==> config.mk <==
export PLATFORM = sky130hd
export DESIGN_NAME = post_seq
export DESIGN_NICKNAME = d
export VERILOG_FILES = /design/src/post_pkg.sv /design/src/post_seq.sv
export SDC_FILE = /design/constraint.sdc
export NUM_CORES = 1
export LEC_CHECK = 0
export BUFFER_PORTS_ARGS = -buffer_cell sky130_fd_sc_hd__buf_2
export CORE_MARGIN = 2
export CORE_UTILIZATION = 38
export CTS_CLUSTER_SIZE = 24
export DETAILED_ROUTE_END_ITERATION = 12
export PLACE_DENSITY = 0.76
export SLEW_MARGIN = 20
export SYNTH_ARGS = -nofsm -noshare
export SYNTH_HDL_FRONTEND = slang
export SYNTH_SLANG_ARGS = --single-unit
==> constraint.sdc <==
create_clock -name clk_i -period 1.5 [get_ports clk_i]
set_clock_uncertainty 0.15 [all_clocks]
set_input_delay 0 -clock clk_i [delete_from_list [all_inputs] [get_ports clk_i]]
set_output_delay 0 -clock clk_i [all_outputs]
set_load 0.01 [all_outputs]
==> src/post_pkg.sv <==
package post_pkg;
	localparam int ERR_W = 8;
	localparam logic [7:0] ERR_RESET = 8'h00;
	localparam int BIT_SRAM = 0;
	localparam int BIT_CODE = 1;
	localparam int BIT_DATA = 2;
	localparam int BIT_COMM = 3;
	localparam int BIT_OUT = 4;
	localparam int N_ITEMS = 3;
	localparam int ITEM_DISPLAY = 0;
	localparam int ITEM_WAVEFORM = 1;
	localparam int ITEM_REMOTE = 2;
	localparam int PROT_W = 8;
	localparam int MEAS_W = 16;
	// test voltage and window, in volts
	localparam logic [15:0] TEST_VOLT = 16'h012c;
	localparam logic [15:0] TOL_VOLT = 16'h0005;
	localparam logic [15:0] WIN_LO = TEST_VOLT - TOL_VOLT;
	localparam logic [15:0] WIN_HI = TEST_VOLT + TOL_VOLT;
	typedef enum logic [2:0] {
		POST_CLEAR, POST_MEM, POST_MEM_WAIT, POST_PROT,
		POST_PROG, POST_MEAS_WAIT, POST_DONE
	} post_state_e;
endpackage

==> src/post_seq.sv <==
// Contract
// - after power-on reset run memory, data and link checks before output
// - report error code for display, waveform and remote items
// - bit 0 set on SRAM fail, bit 2 on stored-data fail
// - bit 1 set on program code integrity fail
// - bit 3 on link fail, bit 4 on output fail, 5-7 reserved zero
// - output self-test starts only after memory, data, link checks done
// - output relays stay open for the whole output self-test
// - protection asserted fails output test and keeps its type
// - else program 300V, measure, fail outside 295 to 305 volts
module post_seq #(
	parameter int MEAS_W = post_pkg::MEAS_W,
	parameter int PROT_W = post_pkg::PROT_W
) (
	input wire logic clk_i,
	input wire logic arst_n_i,
	// per item: sram, code, data, link check results
	output logic mem_start_o,
	input wire logic [post_pkg::N_ITEMS-1:0] mem_done_i,
	input wire logic [post_pkg::N_ITEMS-1:0] sram_fail_i,
	input wire logic [post_pkg::N_ITEMS-1:0] code_fail_i,
	input wire logic [post_pkg::N_ITEMS-1:0] data_fail_i,
	input wire logic [post_pkg::N_ITEMS-1:0] comm_fail_i,
	input wire logic [PROT_W-1:0] prot_i,
	output logic relay_close_o,
	output logic prog_en_o,
	output logic [MEAS_W-1:0] prog_volt_o,
	input wire logic meas_valid_i,
	input wire logic [MEAS_W-1:0] meas_volt_i,
	output logic [7:0] err_display_o,
	output logic [7:0] err_waveform_o,
	output logic [7:0] err_remote_o,
	output logic [post_pkg::N_ITEMS-1:0] item_fail_o,
	output logic test_failed_indication_o,
	output logic [PROT_W-1:0] prot_type_o,
	output logic busy_o,
	output logic done_o
);
	// 9 bits is the least that holds the test voltage and its window
	if (MEAS_W < 9 || PROT_W < 1)
	begin : g_bad_param
		$error("post_seq: parameter out of range");
	end

	post_pkg::post_state_e state_q, state_d;
	logic [7:0] err_q [post_pkg::N_ITEMS];
	logic [post_pkg::N_ITEMS-1:0] fail_q;
	logic [PROT_W-1:0] prot_q;
	logic ng_q, start_q, prog_q, busy_q, done_q, relay_q;
	logic [MEAS_W-1:0] volt_q;

	wire all_mem_done = &mem_done_i;
	wire prot_hit = |prot_i;
	wire [MEAS_W-1:0] win_lo = MEAS_W'(post_pkg::WIN_LO);
	wire [MEAS_W-1:0] win_hi = MEAS_W'(post_pkg::WIN_HI);
	wire meas_bad = (meas_volt_i < win_lo) || (meas_volt_i > win_hi);
	wire out_fail_now = (state_q == post_pkg::POST_PROT && prot_hit)
		|| (state_q == post_pkg::POST_MEAS_WAIT && meas_valid_i && meas_bad);

	always_comb
	begin
		state_d = state_q;
		unique case (state_q)
			post_pkg::POST_CLEAR: state_d = post_pkg::POST_MEM;
			post_pkg::POST_MEM: state_d = post_pkg::POST_MEM_WAIT;
			post_pkg::POST_MEM_WAIT:
				if (all_mem_done)
					state_d = post_pkg::POST_PROT;
			post_pkg::POST_PROT:
				state_d = prot_hit ? post_pkg::POST_DONE : post_pkg::POST_PROG;
			post_pkg::POST_PROG: state_d = post_pkg::POST_MEAS_WAIT;
			post_pkg::POST_MEAS_WAIT:
				if (meas_valid_i)
					state_d = post_pkg::POST_DONE;
			post_pkg::POST_DONE: state_d = post_pkg::POST_DONE;
			default: state_d = post_pkg::POST_CLEAR;
		endcase
	end

	always_ff @(posedge clk_i or negedge arst_n_i)
	begin
		if (!arst_n_i)
			state_q <= post_pkg::POST_CLEAR;
		else
			state_q <= state_d;
	end

	// memory, data and link results latch per item; bits 5-7 stay zero
	genvar gi;
	for (gi = 0; gi < post_pkg::N_ITEMS; gi++)
	begin : g_item
		wire [7:0] mem_bits = {3'h0, 1'b0, comm_fail_i[gi], data_fail_i[gi],
			code_fail_i[gi], sram_fail_i[gi]};
		always_ff @(posedge clk_i or negedge arst_n_i)
		begin
			if (!arst_n_i)
				err_q[gi] <= post_pkg::ERR_RESET;
			else if (state_q == post_pkg::POST_CLEAR)
				err_q[gi] <= post_pkg::ERR_RESET;
			else if (state_q == post_pkg::POST_MEM_WAIT && all_mem_done)
				err_q[gi] <= mem_bits;
			else if (out_fail_now)
				err_q[gi][post_pkg::BIT_OUT] <= 1'b1;
		end
		always_ff @(posedge clk_i or negedge arst_n_i)
		begin
			if (!arst_n_i)
				fail_q[gi] <= 1'b0;
			else
				fail_q[gi] <= |err_q[gi];
		end
	end

	always_ff @(posedge clk_i or negedge arst_n_i)
	begin
		if (!arst_n_i)
		begin
			prot_q <= '0;
			ng_q <= 1'b0;
			start_q <= 1'b0;
			prog_q <= 1'b0;
			volt_q <= '0;
			busy_q <= 1'b1;
			done_q <= 1'b0;
			relay_q <= 1'b0;
		end
		else
		begin
			if (state_q == post_pkg::POST_CLEAR)
				ng_q <= 1'b0;
			else if (out_fail_now)
				ng_q <= 1'b1;
			// kept until reset so the operator can ask for the type later
			if (state_q == post_pkg::POST_PROT && prot_hit)
				prot_q <= prot_i;
			start_q <= (state_d == post_pkg::POST_MEM);
			prog_q <= (state_d == post_pkg::POST_MEAS_WAIT);
			volt_q <= (state_d == post_pkg::POST_MEAS_WAIT)
				? MEAS_W'(post_pkg::TEST_VOLT) : '0;
			busy_q <= (state_d != post_pkg::POST_DONE);
			done_q <= (state_d == post_pkg::POST_DONE);
			relay_q <= 1'b0;
		end
	end

	assign mem_start_o = start_q;
	// relays are never closed by this block; the run stage owns them later
	assign relay_close_o = relay_q;
	assign prog_en_o = prog_q;
	assign prog_volt_o = volt_q;
	assign err_display_o = err_q[post_pkg::ITEM_DISPLAY];
	assign err_waveform_o = err_q[post_pkg::ITEM_WAVEFORM];
	assign err_remote_o = err_q[post_pkg::ITEM_REMOTE];
	assign item_fail_o = fail_q;
	assign test_failed_indication_o = ng_q;
	assign prot_type_o = prot_q;
	assign busy_o = busy_q;
	assign done_o = done_q;

	chk_prot_fails: assert property (@(posedge clk_i) disable iff (!arst_n_i)
		state_q == post_pkg::POST_PROT && prot_hit |=> ng_q && prot_q != '0)
		else $error("protection did not fail output test");
	chk_window_fail: assert property (@(posedge clk_i) disable iff (!arst_n_i)
		state_q == post_pkg::POST_MEAS_WAIT && meas_valid_i && meas_bad
		|=> err_q[0][post_pkg::BIT_OUT] && ng_q)
		else $error("out of window reading not flagged");
	chk_window_pass: assert property (@(posedge clk_i) disable iff (!arst_n_i)
		state_q == post_pkg::POST_MEAS_WAIT && meas_valid_i && !meas_bad
		|=> !ng_q)
		else $error("in window reading flagged");
	chk_prog_volt: assert property (@(posedge clk_i) disable iff (!arst_n_i)
		prog_q |-> prog_volt_o == MEAS_W'(post_pkg::TEST_VOLT))
		else $error("wrong test voltage");
	chk_order_out: assert property (@(posedge clk_i) disable iff (!arst_n_i)
		state_q == post_pkg::POST_MEM_WAIT && !all_mem_done
		|=> state_q != post_pkg::POST_PROT && !prog_q)
		else $error("output test before checks done");
	chk_relay_open: assert property (@(posedge clk_i) disable iff (!arst_n_i)
		prog_q |-> !relay_close_o)
		else $error("relay closed during output test");
	chk_clear_first: assert property (@(posedge clk_i) disable iff (!arst_n_i)
		state_q == post_pkg::POST_CLEAR |=> err_q[1] == 8'h00 && !ng_q)
		else $error("error code not cleared");
	chk_sram_bit: assert property (@(posedge clk_i) disable iff (!arst_n_i)
		state_q == post_pkg::POST_MEM_WAIT && all_mem_done
		|=> err_q[0][post_pkg::BIT_SRAM] == $past(sram_fail_i[0])
		&& err_q[0][post_pkg::BIT_DATA] == $past(data_fail_i[0])
		&& err_q[0][7:5] == 3'h0)
		else $error("memory bits wrong");
	chk_code_bit: assert property (@(posedge clk_i) disable iff (!arst_n_i)
		state_q == post_pkg::POST_MEM_WAIT && all_mem_done
		|=> err_q[2][post_pkg::BIT_CODE] == $past(code_fail_i[2]))
		else $error("code bit wrong");
	chk_item_flag: assert property (@(posedge clk_i) disable iff (!arst_n_i)
		err_q[1] != 8'h00 |=> item_fail_o[1])
		else $error("item fail not shown");
	chk_start_first: assert property (@(posedge clk_i) disable iff (!arst_n_i)
		state_q == post_pkg::POST_CLEAR |=> mem_start_o)
		else $error("checks not started");
	chk_mem_pulse: assert property (@(posedge clk_i) disable iff (!arst_n_i)
		mem_start_o |=> !mem_start_o)
		else $error("check start longer than one cycle");
	chk_done_busy: assert property (@(posedge clk_i) disable iff (!arst_n_i)
		done_o |-> !busy_o)
		else $error("busy while done");
	chk_comm_bit: assert property (@(posedge clk_i) disable iff (!arst_n_i)
		state_q == post_pkg::POST_MEM_WAIT && all_mem_done
		|=> err_q[1][post_pkg::BIT_COMM] == $past(comm_fail_i[1]))
		else $error("link bit wrong");
	chk_out_items: assert property (@(posedge clk_i) disable iff (!arst_n_i)
		out_fail_now |=> err_q[0][post_pkg::BIT_OUT]
		&& err_q[1][post_pkg::BIT_OUT] && err_q[2][post_pkg::BIT_OUT])
		else $error("output fail bit missing");
	chk_reserved_zero: assert property (@(posedge clk_i) disable iff (!arst_n_i)
		err_q[2][7:5] == 3'h0)
		else $error("reserved bits set");
	chk_prot_hold: assert property (@(posedge clk_i) disable iff (!arst_n_i)
		state_q == post_pkg::POST_DONE |=> $stable(prot_q))
		else $error("protection type lost");
	chk_meas_stop: assert property (@(posedge clk_i) disable iff (!arst_n_i)
		state_q == post_pkg::POST_MEAS_WAIT && meas_valid_i
		|=> !prog_q && done_q)
		else $error("output test did not end");
endmodule

==> results of run 1 <==
## metal layers
metal / vias to the layer above / share of wire (%)
li1: 627 / -
met1: 621 / 38
met2: 57 / 52
met3: 9 / 6.9
met4: 0 / 2.6
met5: - / 0
## placed cells by master (no fill, tap or decap), drive strengths merged
master and n:
clkinv 1, a21oi 2, xnor2 1, nand4 1
mux2 8, nor4b 1, nand2 5, a211oi 3
and4 1, nor2b 3, mux2i 12, dfstp 1
nor2 19, nand2b 1, a31oi 1, dlygate4sd3 23
or4b 1, clkbuf 6, dfrtp 31, o21a 1
nor4 3, conb 22, bufinv 1, inv 1
or3 2, o21ai 1, nor3b 1, nor3 4
buf 89
## cells by family (layout without fill, tap and decap cells)
| group | count (synthesis) | after routing |
|---|---|---|
| flip-flops | 32 | 32 |
| AO/OA/AOI/OAI | 8 | 8 |
| XOR/XNOR | 1 | 1 |
| multiplexers | 20 | 20 |
| other | 1 | 22 |
| AND/OR/NAND/NOR | 42 | 42 |
| buffers and inverters | 33 | 121 |
## worst paths after layout
kind | to | slack, ns | depth (start not counted) | startpoint
max | prot_type_o[5] | -0.05 | 4 | state_q[0]
min | test_failed_indication_o | 0.02 | 5 | meas_volt_i[6]
max reg2reg | prot_type_o[5] | -0.05 | 4 | state_q[0]
min reg2reg | item_fail_o[0] | 0.35 | 2 | err_display_o[3]
max in group asynchronous | busy_o | 0.90 | 3 | arst_n_i
min in group asynchronous | err_remote_o[0] | 0.05 | 3 | arst_n_i
## final cells by class
| class | instances | area [um^2] |
|---|---|---|
| Sequential cell | 32 | 804.5 |
| Clock inverter | 2 | 35.03 |
| Tap cell | 50 | 62.56 |
| Clock buffer | 6 | 72.57 |
| Fill cell | 325 | 1620 |
| Timing Repair Buffer | 112 | 735.7 |
| Multi-Input combinational cell | 93 | 636.9 |
| Inverter | 1 | 3.754 |
## state kept, by name (all words and copies together), names as in the netlist
name	count
item_fail_o	3
test_failed_indication_o	1
prog_volt_o	1
err_display_o	5
done_o	1
mem_start_o	1
prot_type_o	8
state_q	3
busy_o	1
err_remote_o	4
err_waveform_o	4
## per-stage QoR
step | hold slack [ns] | util (%)
4_1_cts | 0.01784 | 57.62
2_1_floorplan | -0.4456 | -
5_1_grt | 0.05609 | 59.20
6_report | 0.01619 | 59.20
3_5_place_dp | -0.1802 | 48.42
3_3_place_gp | -0.1846 | 48.42
## report_power, final
part	switching, mW	internal (mW)
clock	0.306	0.492
sequential	0.251	1.22
combinational	0.804	0.900
total	1.36	2.62
## worst register-to-register path, delay by kind of cell, from the launching register on
family                 cells  cell delay [ns]
AOI/OAI and AO/OA          1             0.25
buffers and inverters      1             0.19
DFF                        1             0.42
muxes                      1             0.32
and+or+nand+nor            1             0.10
## what timing repair did
action,CTS,global route
buffers inserted,1,2
resized for setup,6,13
endpoints found under the setup margin,22,23
hold buffers,23,0
pin swaps,0,3
cloned,0,0
endpoints found under the hold margin,55,0
==> run summary, run 1 <==
outcome -> finished with violations
violated checks -> setup timing
Cell Pwr Density -> 1691 nW/um^2
largest net degree at the start of global routing -> 33
post-synthesis mux area share -> 13.42%
Placeable Area -> 3971 um^2
P&R area growth vs syn -> 50.08%
met3 usage -> 4.770%
Critical Path RT -> 1.51 ns
Post-Synth Simple-Gate Area -> 13.66%
compound-gate portion of the synthesized area -> 4.233%
Top delay family on crit path -> flip-flops
Worst setup EP type -> flop
# DRC -> 0
Fmax -> 0.6439 GHz
Row Count -> 23
CTS Buf Count -> 5
ANT cells -> 0
register bit total from synthesis -> 32
first-pass GRT wire length -> 5423 um
Post-synth ARST share -> 100.0%
average wire per standard cell -> 12.28 um
synthesized area per cell -> 11.43 um^2
total grt overflow -> 0
Boundary Pins -> 99
Clock Tree Buf Depth -> 2
Worst Tran Pin Value -> 0.5609 ns
drt pass-1 iters -> 4
M1 GR Usage -> 18.51%
TNS Setup -> -0.3604 ns
die area -> 4652 um^2
drt initial violations -> 61
VDD IR max -> 0.0007123 V
total track usage -> 16.04%
share of the synthesized area in the top cell type -> 49.52%
final std cells w/o fill -> 296
antenna-violating nets left -> 0
final setup vio count -> 11
Synth area leader -> dfrtp_1
largest family of logic cells by synthesized area -> buffers and inverters
CTS root buffer -> clkbuf_8
clock latency on the worst-skew pair -> 0.28 ns
post-layout instance area -> 2351 um^2
Post-Syn Instances -> 137
Area contributors post-synth -> dfrtp_1, buf_4, mux2i_1
power after layout -> 3.977 mW
final hold vios -> 0
Clk pin slew, worst setup/hold paths -> 0.07 ns
Worst path slowest cell -> dfrtp_2
largest stage delay on the critical path -> 0.42 ns
Synth warnings -> 0
Crit path buffers/inverters -> 1
initial antenna violation count -> 0
Worst Setup Start Kind -> flop
Die X -> 68.21 um
GRT busiest layer -> met2
Max-cap violations -> 0
Post-synth top flop -> dfrtp_1
period utilization -> 103.5%
RSZ-0062 raised after global routing -> true
worst rel slew slack -> 62.26%
EDFF count, synth -> 0
top post-synthesis cells by count -> dfrtp_1, buf_4, nor2_1
crit-path cells -> nand2_2 -> a211oi_4 -> buf_6 -> mux2_4
post-DR vias/cell -> 4.439
vias in the first global route -> 1,208
Worst Path Arrival -> 1.56 ns
htree depth -> 2
share of layout cells above drive strength 1 -> 47.56%
Nets -> 287
Initial Utilization -> 39.45%
count of input and output buffers -> 76
area post-placement -> 1923 um^2
Max Slew Vio Count -> 0
post-placement cell count -> 262
routed via count -> 1,314
Max Fanout on Critical Path -> 8
Yosys cell types -> 31
routed wire length -> 3635 um
hpwl dp -> 2526 um
Final WS setup -> -0.05313 ns
RD Place Congestion -> 0.7602
critical path type -> flop to flop
Synth Cell Area -> 1567 um^2
die height -> 68.21 um
count leader, synth -> dfrtp_1
setup slack at placement -> -0.05725 ns
Min Clock Period, post-route -> 1.553 ns
met2 usage -> 27.06%
clock sink count -> 32
Synth Area in Adders -> 0%
P_leak -> 1.221 nW
CTS tree -> built
Synth Area in XOR/XNOR -> 0.5591%
sequential share of the synthesized area -> 51.20%
Hold WC Path Type -> input pin to flop
No activity file was read; power rests on OpenSTA's default activity.
==> run 2: changes to the inputs <==
--- a/config.mk
+++ b/config.mk
@@ -6,6 +6,7 @@
 export NUM_CORES = 1
 export LEC_CHECK = 0
 export BUFFER_PORTS_ARGS = -buffer_cell sky130_fd_sc_hd__buf_2
+export CAP_MARGIN = 5
 export CORE_MARGIN = 2
 export CORE_UTILIZATION = 38
 export CTS_CLUSTER_SIZE = 24
==> constraint.sdc (replaced) <==
create_clock -name clk_i -period 1.5 [get_ports clk_i]
set_clock_uncertainty 0.15 [all_clocks]
set_input_delay 0.075 -clock clk_i [delete_from_list [all_inputs] [get_ports clk_i]]
set_output_delay 0.075 -clock clk_i [all_outputs]
set_load 0.01 [all_outputs]
==> run summary, run 2 (synthesis gave the netlist of run 1 again) <==
outcome -> finished with violations
violated checks -> setup timing
CTS Buf Count -> 5 (unchanged)
final setup vio count -> 1 (-10)
Max-cap violations -> 0 (unchanged)
Min Clock Period, post-route -> 1.506 ns (-0.04761 ns)
Hold WC Path Type -> input pin to flop
post-placement cell count -> 264 (+0.76%)
Worst Setup Start Kind -> flop
share of layout cells above drive strength 1 -> 45.93% (-1.6 points)
max reg flops -> 8 (unchanged)
commonest non-fill, non-tap cell in the layout -> buf_2
Multi-input gate area -> 601.8 um^2 (-5.5%)
routed wire length -> 3538 um (-2.7%)
Worst setup EP type -> flop
critical path type -> flop to flop
antenna-violating nets left -> 0 (unchanged)
period utilization -> 100.4% (-3.2 points)
clock sink count -> 32 (unchanged)
Worst Path Arrival -> 1.51 ns (-0.05 ns)
Boundary Pins -> 99 (unchanged)
first-pass GRT wire length -> 5250 um (-3.2%)
crit path from -> state_q[1]
routed via count -> 1,281 (-2.5%)
sequential cell area -> 802.0 um^2 (-0.31%)
die area -> 4652 um^2 (unchanged)
Max Fanout on Critical Path -> 14 (+6)
Critical Path RT -> 1.50 ns (about the same)
final hold vios -> 0 (unchanged)
Top delay family on crit path -> simple AND/OR/NAND/NOR gates
Max Slew Vio Count -> 0 (unchanged)
final std cells w/o fill -> 296 (unchanged)
hold path startpoint -> meas_volt_i[5]
die height -> 68.21 um (unchanged)
Crit path buffers/inverters -> 1 (unchanged)
post-DR vias/cell -> 4.328 (-2.5%)
Fmax -> 0.6642 GHz (+3.2%)
vias in the first global route -> 1,150 (-4.8%)
ANT cells -> 0 (unchanged)
count of input and output buffers -> 76 (unchanged)
initial antenna violation count -> 0 (unchanged)
clock latency on the worst-skew pair -> 0.27 ns (about the same)
wl on met1 -> 1348 um (-3.0%)
RD Place Congestion -> 0.7312 (-3.8%)
most frequent cells in the layout -> buf_2, dfrtp_1, conb_1, dlygate4sd3_1, nor2_1
top layer in use -> met4
CTS tree -> built
drt pass-1 iters -> 4 (unchanged)
total track usage -> 15.56% (-0.48 points)
largest stage delay on the critical path -> 0.41 ns (about the same)
Row Count -> 23 (unchanged)
drt initial violations -> 59 (-3.3%)
met2 WL -> 1905 um (+0.21%)
Clk pin slew, worst setup/hold paths -> 0.06 ns (about the same)
worst r2r src -> state_q[1]
Worst path slowest cell -> dfrtp_1
wire length on met3 -> 229 um (-8.0%)
largest net degree at the start of global routing -> 18 (-45%)
area post-placement -> 1951 um^2 (+1.4%)
power after layout -> 3.713 mW (-6.6%)
htree depth -> 2 (unchanged)
average wire per standard cell -> 11.95 um (-2.7%)
P&R area growth vs syn -> 45.85%
CTS root buffer -> clkbuf_8
Cell Pwr Density -> 1625 nW/um^2 (-3.9%)
RSZ-0062 raised after global routing -> true
Initial Utilization -> 39.45% (unchanged)
fillers -> 354 (+8.9%)
crit-path cells -> nor2b_2 -> and4_4 -> buf_12 -> or3_1
Placeable Area -> 3971 um^2 (unchanged)
Die X -> 68.21 um (unchanged)
hpwl dp -> 2510 um (-0.61%)
Final WS setup -> -0.005518 ns (+0.04761 ns)
total grt overflow -> 0 (unchanged)
VDD IR max -> 0.0006118 V (-14%)
post-layout instance area -> 2285 um^2 (-2.8%)
P_leak -> 1.179 nW (-3.5%)
Hold WS -> 0.04961 ns (+0.03342 ns)
TNS Setup -> -0.005518 ns (+0.3548 ns)
Nets -> 287 (unchanged)
Clock Tree Buf Depth -> 2 (unchanged)
# DRC -> 0 (unchanged)
## run 2: changes by cell type in the layout (fill, tap and decap cells not counted), moves of 2 or more
cell,delta
dfrtp_2,-2
dfrtp_1,+2
mux2_2,+8
mux2_4,-8
buf_4,+2
clkbuf_1,+2
## run 2: worst reg2reg max path, stage by stage, from the launching register on
cell	delay, ns
dfrtp_1	0.41
nor2b_2	0.17
and4_4	0.20
buf_12	0.15
or3_1	0.31
## run 2: path summary, 6_finish.rpt
| path | endpoint | slack, ns | cells past startpoint |
|---|---|---|---|
| setup / recovery | state_q[0] | -0.006 | 4 |
| hold / removal | test_failed_indication_o | 0.05 | 4 |
| setup reg to reg | state_q[0] | -0.006 | 4 |
| hold reg to reg | item_fail_o[0] | 0.34 | 2 |
| max in group asynchronous | busy_o | 0.60 | 3 |
| min in group asynchronous | err_remote_o[2] | 0.10 | 2 |
## run 2: metal layers
metal | track usage, % | vias to the layer above
li1 | - | 625
met1 | 18.66 | 597
met2 | 25.61 | 53
met3 | 4.934 | 6
met4 | 6.750 | 0
met5 | 0 | -
## run 2: stage by stage
stage / setup WS, ns / utilization (%)
after floorplan: 0.001405 / -
after global placement: -0.06271 / 49.12
after detailed placement: -0.07671 / 49.12
after CTS: -0.001157 / 57.12
after global routing: -0.09544 / 57.53
final: -0.005518 / 57.53
## run 2: timing repair
item                                    4_1_cts  5_1_grt
resized for setup                             1        4
endpoints found under the setup margin       21       24
buffers inserted                              2        0
endpoints found under the hold margin        52        0
hold buffers                                 22        0
## run 2: cell type report
cell class	instances	area share, %
Clock buffer	8	3.505
Inverter	1	0.1643
Tap cell	50	2.738
Timing Repair Buffer	112	32.15
Sequential cell	32	35.10
Multi-Input combinational cell	93	26.34
## run 2: power breakdown
group | switching (mW) | internal, mW
Combinational | 0.798 | 0.868
Clock | 0.287 | 0.329
Sequential | 0.214 | 1.22
==> run 3: changes to the inputs <==
--- a/config.mk
+++ b/config.mk
@@ -9,6 +9,7 @@
 export CAP_MARGIN = 5
 export CORE_MARGIN = 2
 export CORE_UTILIZATION = 38
+export CTS_BUF_LIST = sky130_fd_sc_hd__clkbuf_4 sky130_fd_sc_hd__clkbuf_8 sky130_fd_sc_hd__clkbuf_16
 export CTS_CLUSTER_SIZE = 24
 export DETAILED_ROUTE_END_ITERATION = 12
 export PLACE_DENSITY = 0.76
==> run summary, run 3 (synthesis gave the netlist of run 1 again) <==
Final WS setup -> -0.006864 ns (-0.001345 ns)
CTS tree -> built
worst r2r src -> state_q[1]
Max Slew Vio Count -> 0 (unchanged)
fin util -> 57.81% (+0.28 points)
TNS Setup -> -0.007622 ns (-0.002104 ns)
final hold vios -> 0 (unchanged)
clock sink count -> 32 (unchanged)
Nets -> 287 (unchanged)
P_leak -> 1.189 nW (+0.87%)
Placeable Area -> 3971 um^2 (unchanged)
Critical Path RT -> 1.50 ns (about the same)
crit path from -> state_q[1]
share of layout cells above drive strength 1 -> 47.15% (+1.2 points)
hpwl dp -> 2510 um (unchanged)
violated checks -> setup timing
period utilization -> 100.5% (about the same)
Clock Tree Buf Depth -> 2 (unchanged)
largest net degree at the start of global routing -> 18 (unchanged)
critical path type -> flop to flop
commonest non-fill, non-tap cell in the layout -> buf_2
Worst setup EP type -> flop
outcome -> finished with violations
Worst Path Arrival -> 1.51 ns (about the same)
Hold WC Path Type -> input pin to flop
Max Fanout on Critical Path -> 14 (unchanged)
total track usage -> 15.42% (-0.14 points)
RSZ-0062 raised after global routing -> true
hold path startpoint -> meas_volt_i[5]
r2r setup slk -> -0.007 ns (about the same)
die area -> 4652 um^2 (unchanged)
ANT cells -> 0 (unchanged)
CTS Buf Count -> 5 (unchanged)
most frequent cells in the layout -> buf_2, dfrtp_1, conb_1, dlygate4sd3_1, nor2_1
met3 usage -> 4.934% (unchanged)
Clk pin slew, worst setup/hold paths -> 0.06 ns (about the same)
VDD IR max -> 0.0005916 V (-3.3%)
Row Count -> 23 (unchanged)
Cell Pwr Density -> 1642 nW/um^2 (+1.0%)
routed wire length -> 3531 um (-0.20%)
first-pass GRT wire length -> 5195 um (-1.0%)
Die X -> 68.21 um (unchanged)
total grt overflow -> 0 (unchanged)
routed via count -> 1,298 (+1.3%)
Min Clock Period, post-route -> 1.507 ns (+0.001345 ns)
M1 GR Usage -> 18.66% (unchanged)
initial antenna violation count -> 0 (unchanged)
Initial Utilization -> 39.45% (unchanged)
vias in the first global route -> 1,121 (-2.5%)
P&R area growth vs syn -> 46.57%
# DRC -> 0 (unchanged)
max reg flops -> 8 (unchanged)
antenna-violating nets left -> 0 (unchanged)
Max-cap violations -> 0 (unchanged)
Worst Setup Start Kind -> flop
met2 usage -> 25.49% (-0.12 points)
drt pass-1 iters -> 4 (unchanged)
count of input and output buffers -> 76 (unchanged)
RD Place Congestion -> 0.7312 (unchanged)
drt initial violations -> 47 (-20%)
average wire per standard cell -> 11.93 um (-0.20%)
htree depth -> 2 (unchanged)
Fmax -> 0.6636 GHz (about the same)
GRT busiest layer -> met2
die height -> 68.21 um (unchanged)
post-DR vias/cell -> 4.385 (+1.3%)
CTS root buffer -> clkbuf_8
final setup vio count -> 2 (+1)
clock latency on the worst-skew pair -> 0.28 ns (about the same)
Boundary Pins -> 99 (unchanged)
[run 3: changes by cell type in the layout (fill, tap and decap cells not counted)]
cell	delta
clkbuf_1	-3
clkbuf_4	+3
[run 3: final cells by class]
type,instances,area [um^2]
Multi-Input combinational cell,93,601.8
Timing Repair Buffer,112,734.5
Clock buffer,8,91.34
Inverter,1,3.754
Sequential cell,32,802.0
Fill cell,349,1675
Tap cell,50,62.56
[run 3: metrics by stage]
| step | setup WS, ns | instances | total power, mW | area, um^2 | hold WS, ns |
|---|---|---|---|---|---|
| after floorplan | 0.001405 | 158 | 2.389 | 1645 | -0.3706 |
| after global placement | -0.06271 | 264 | 2.943 | 1951 | -0.1400 |
| after detailed placement | -0.07671 | 264 | 2.984 | 1951 | -0.1308 |
| after CTS | -0.001157 | 296 | 3.750 | 2280 | 0.04569 |
| after global routing | -0.09544 | 296 | 4.055 | 2296 | 0.1040 |
| final | -0.006864 | 296 | 3.770 | 2296 | 0.04974 |
[run 3: worst max-delay path: stages (launching register included)]
cell     delay (ns)
dfrtp_1        0.41
nor2b_2        0.17
and4_4         0.20
buf_12         0.15
or3_1          0.30
[run 3: per-layer routing]
| metal | wire length (um) | up-vias |
|---|---|---|
| li1 | - | 627 |
| met1 | 1335 | 610 |
| met2 | 1907 | 55 |
| met3 | 232 | 6 |
| met4 | 55 | 0 |
| met5 | 0 | - |
[run 3: final timing paths]
check / end / cells past startpoint
max: state_q[0] / 4
min: test_failed_indication_o / 4
max reg2reg: state_q[0] / 4
min reg2reg: item_fail_o[0] / 2
max in group asynchronous: busy_o / 3
min in group asynchronous: err_remote_o[2] / 2
[run 3: report_power, final]
group          switching, mW  total (mW)  internal (mW)  leakage, nW
registers              0.213        1.43           1.22        0.404
logic                  0.799        1.67          0.868        0.735
clock network          0.290       0.673          0.383       0.0498
[run 3: timing repair]
item	4_1_cts	5_1_grt
endpoints found under the setup margin	21	24
hold buffers	22	0
endpoints found under the hold margin	52	0
gates cloned	0	0
pin swaps	0	0
gates resized for setup	1	4
buffers inserted	2	0
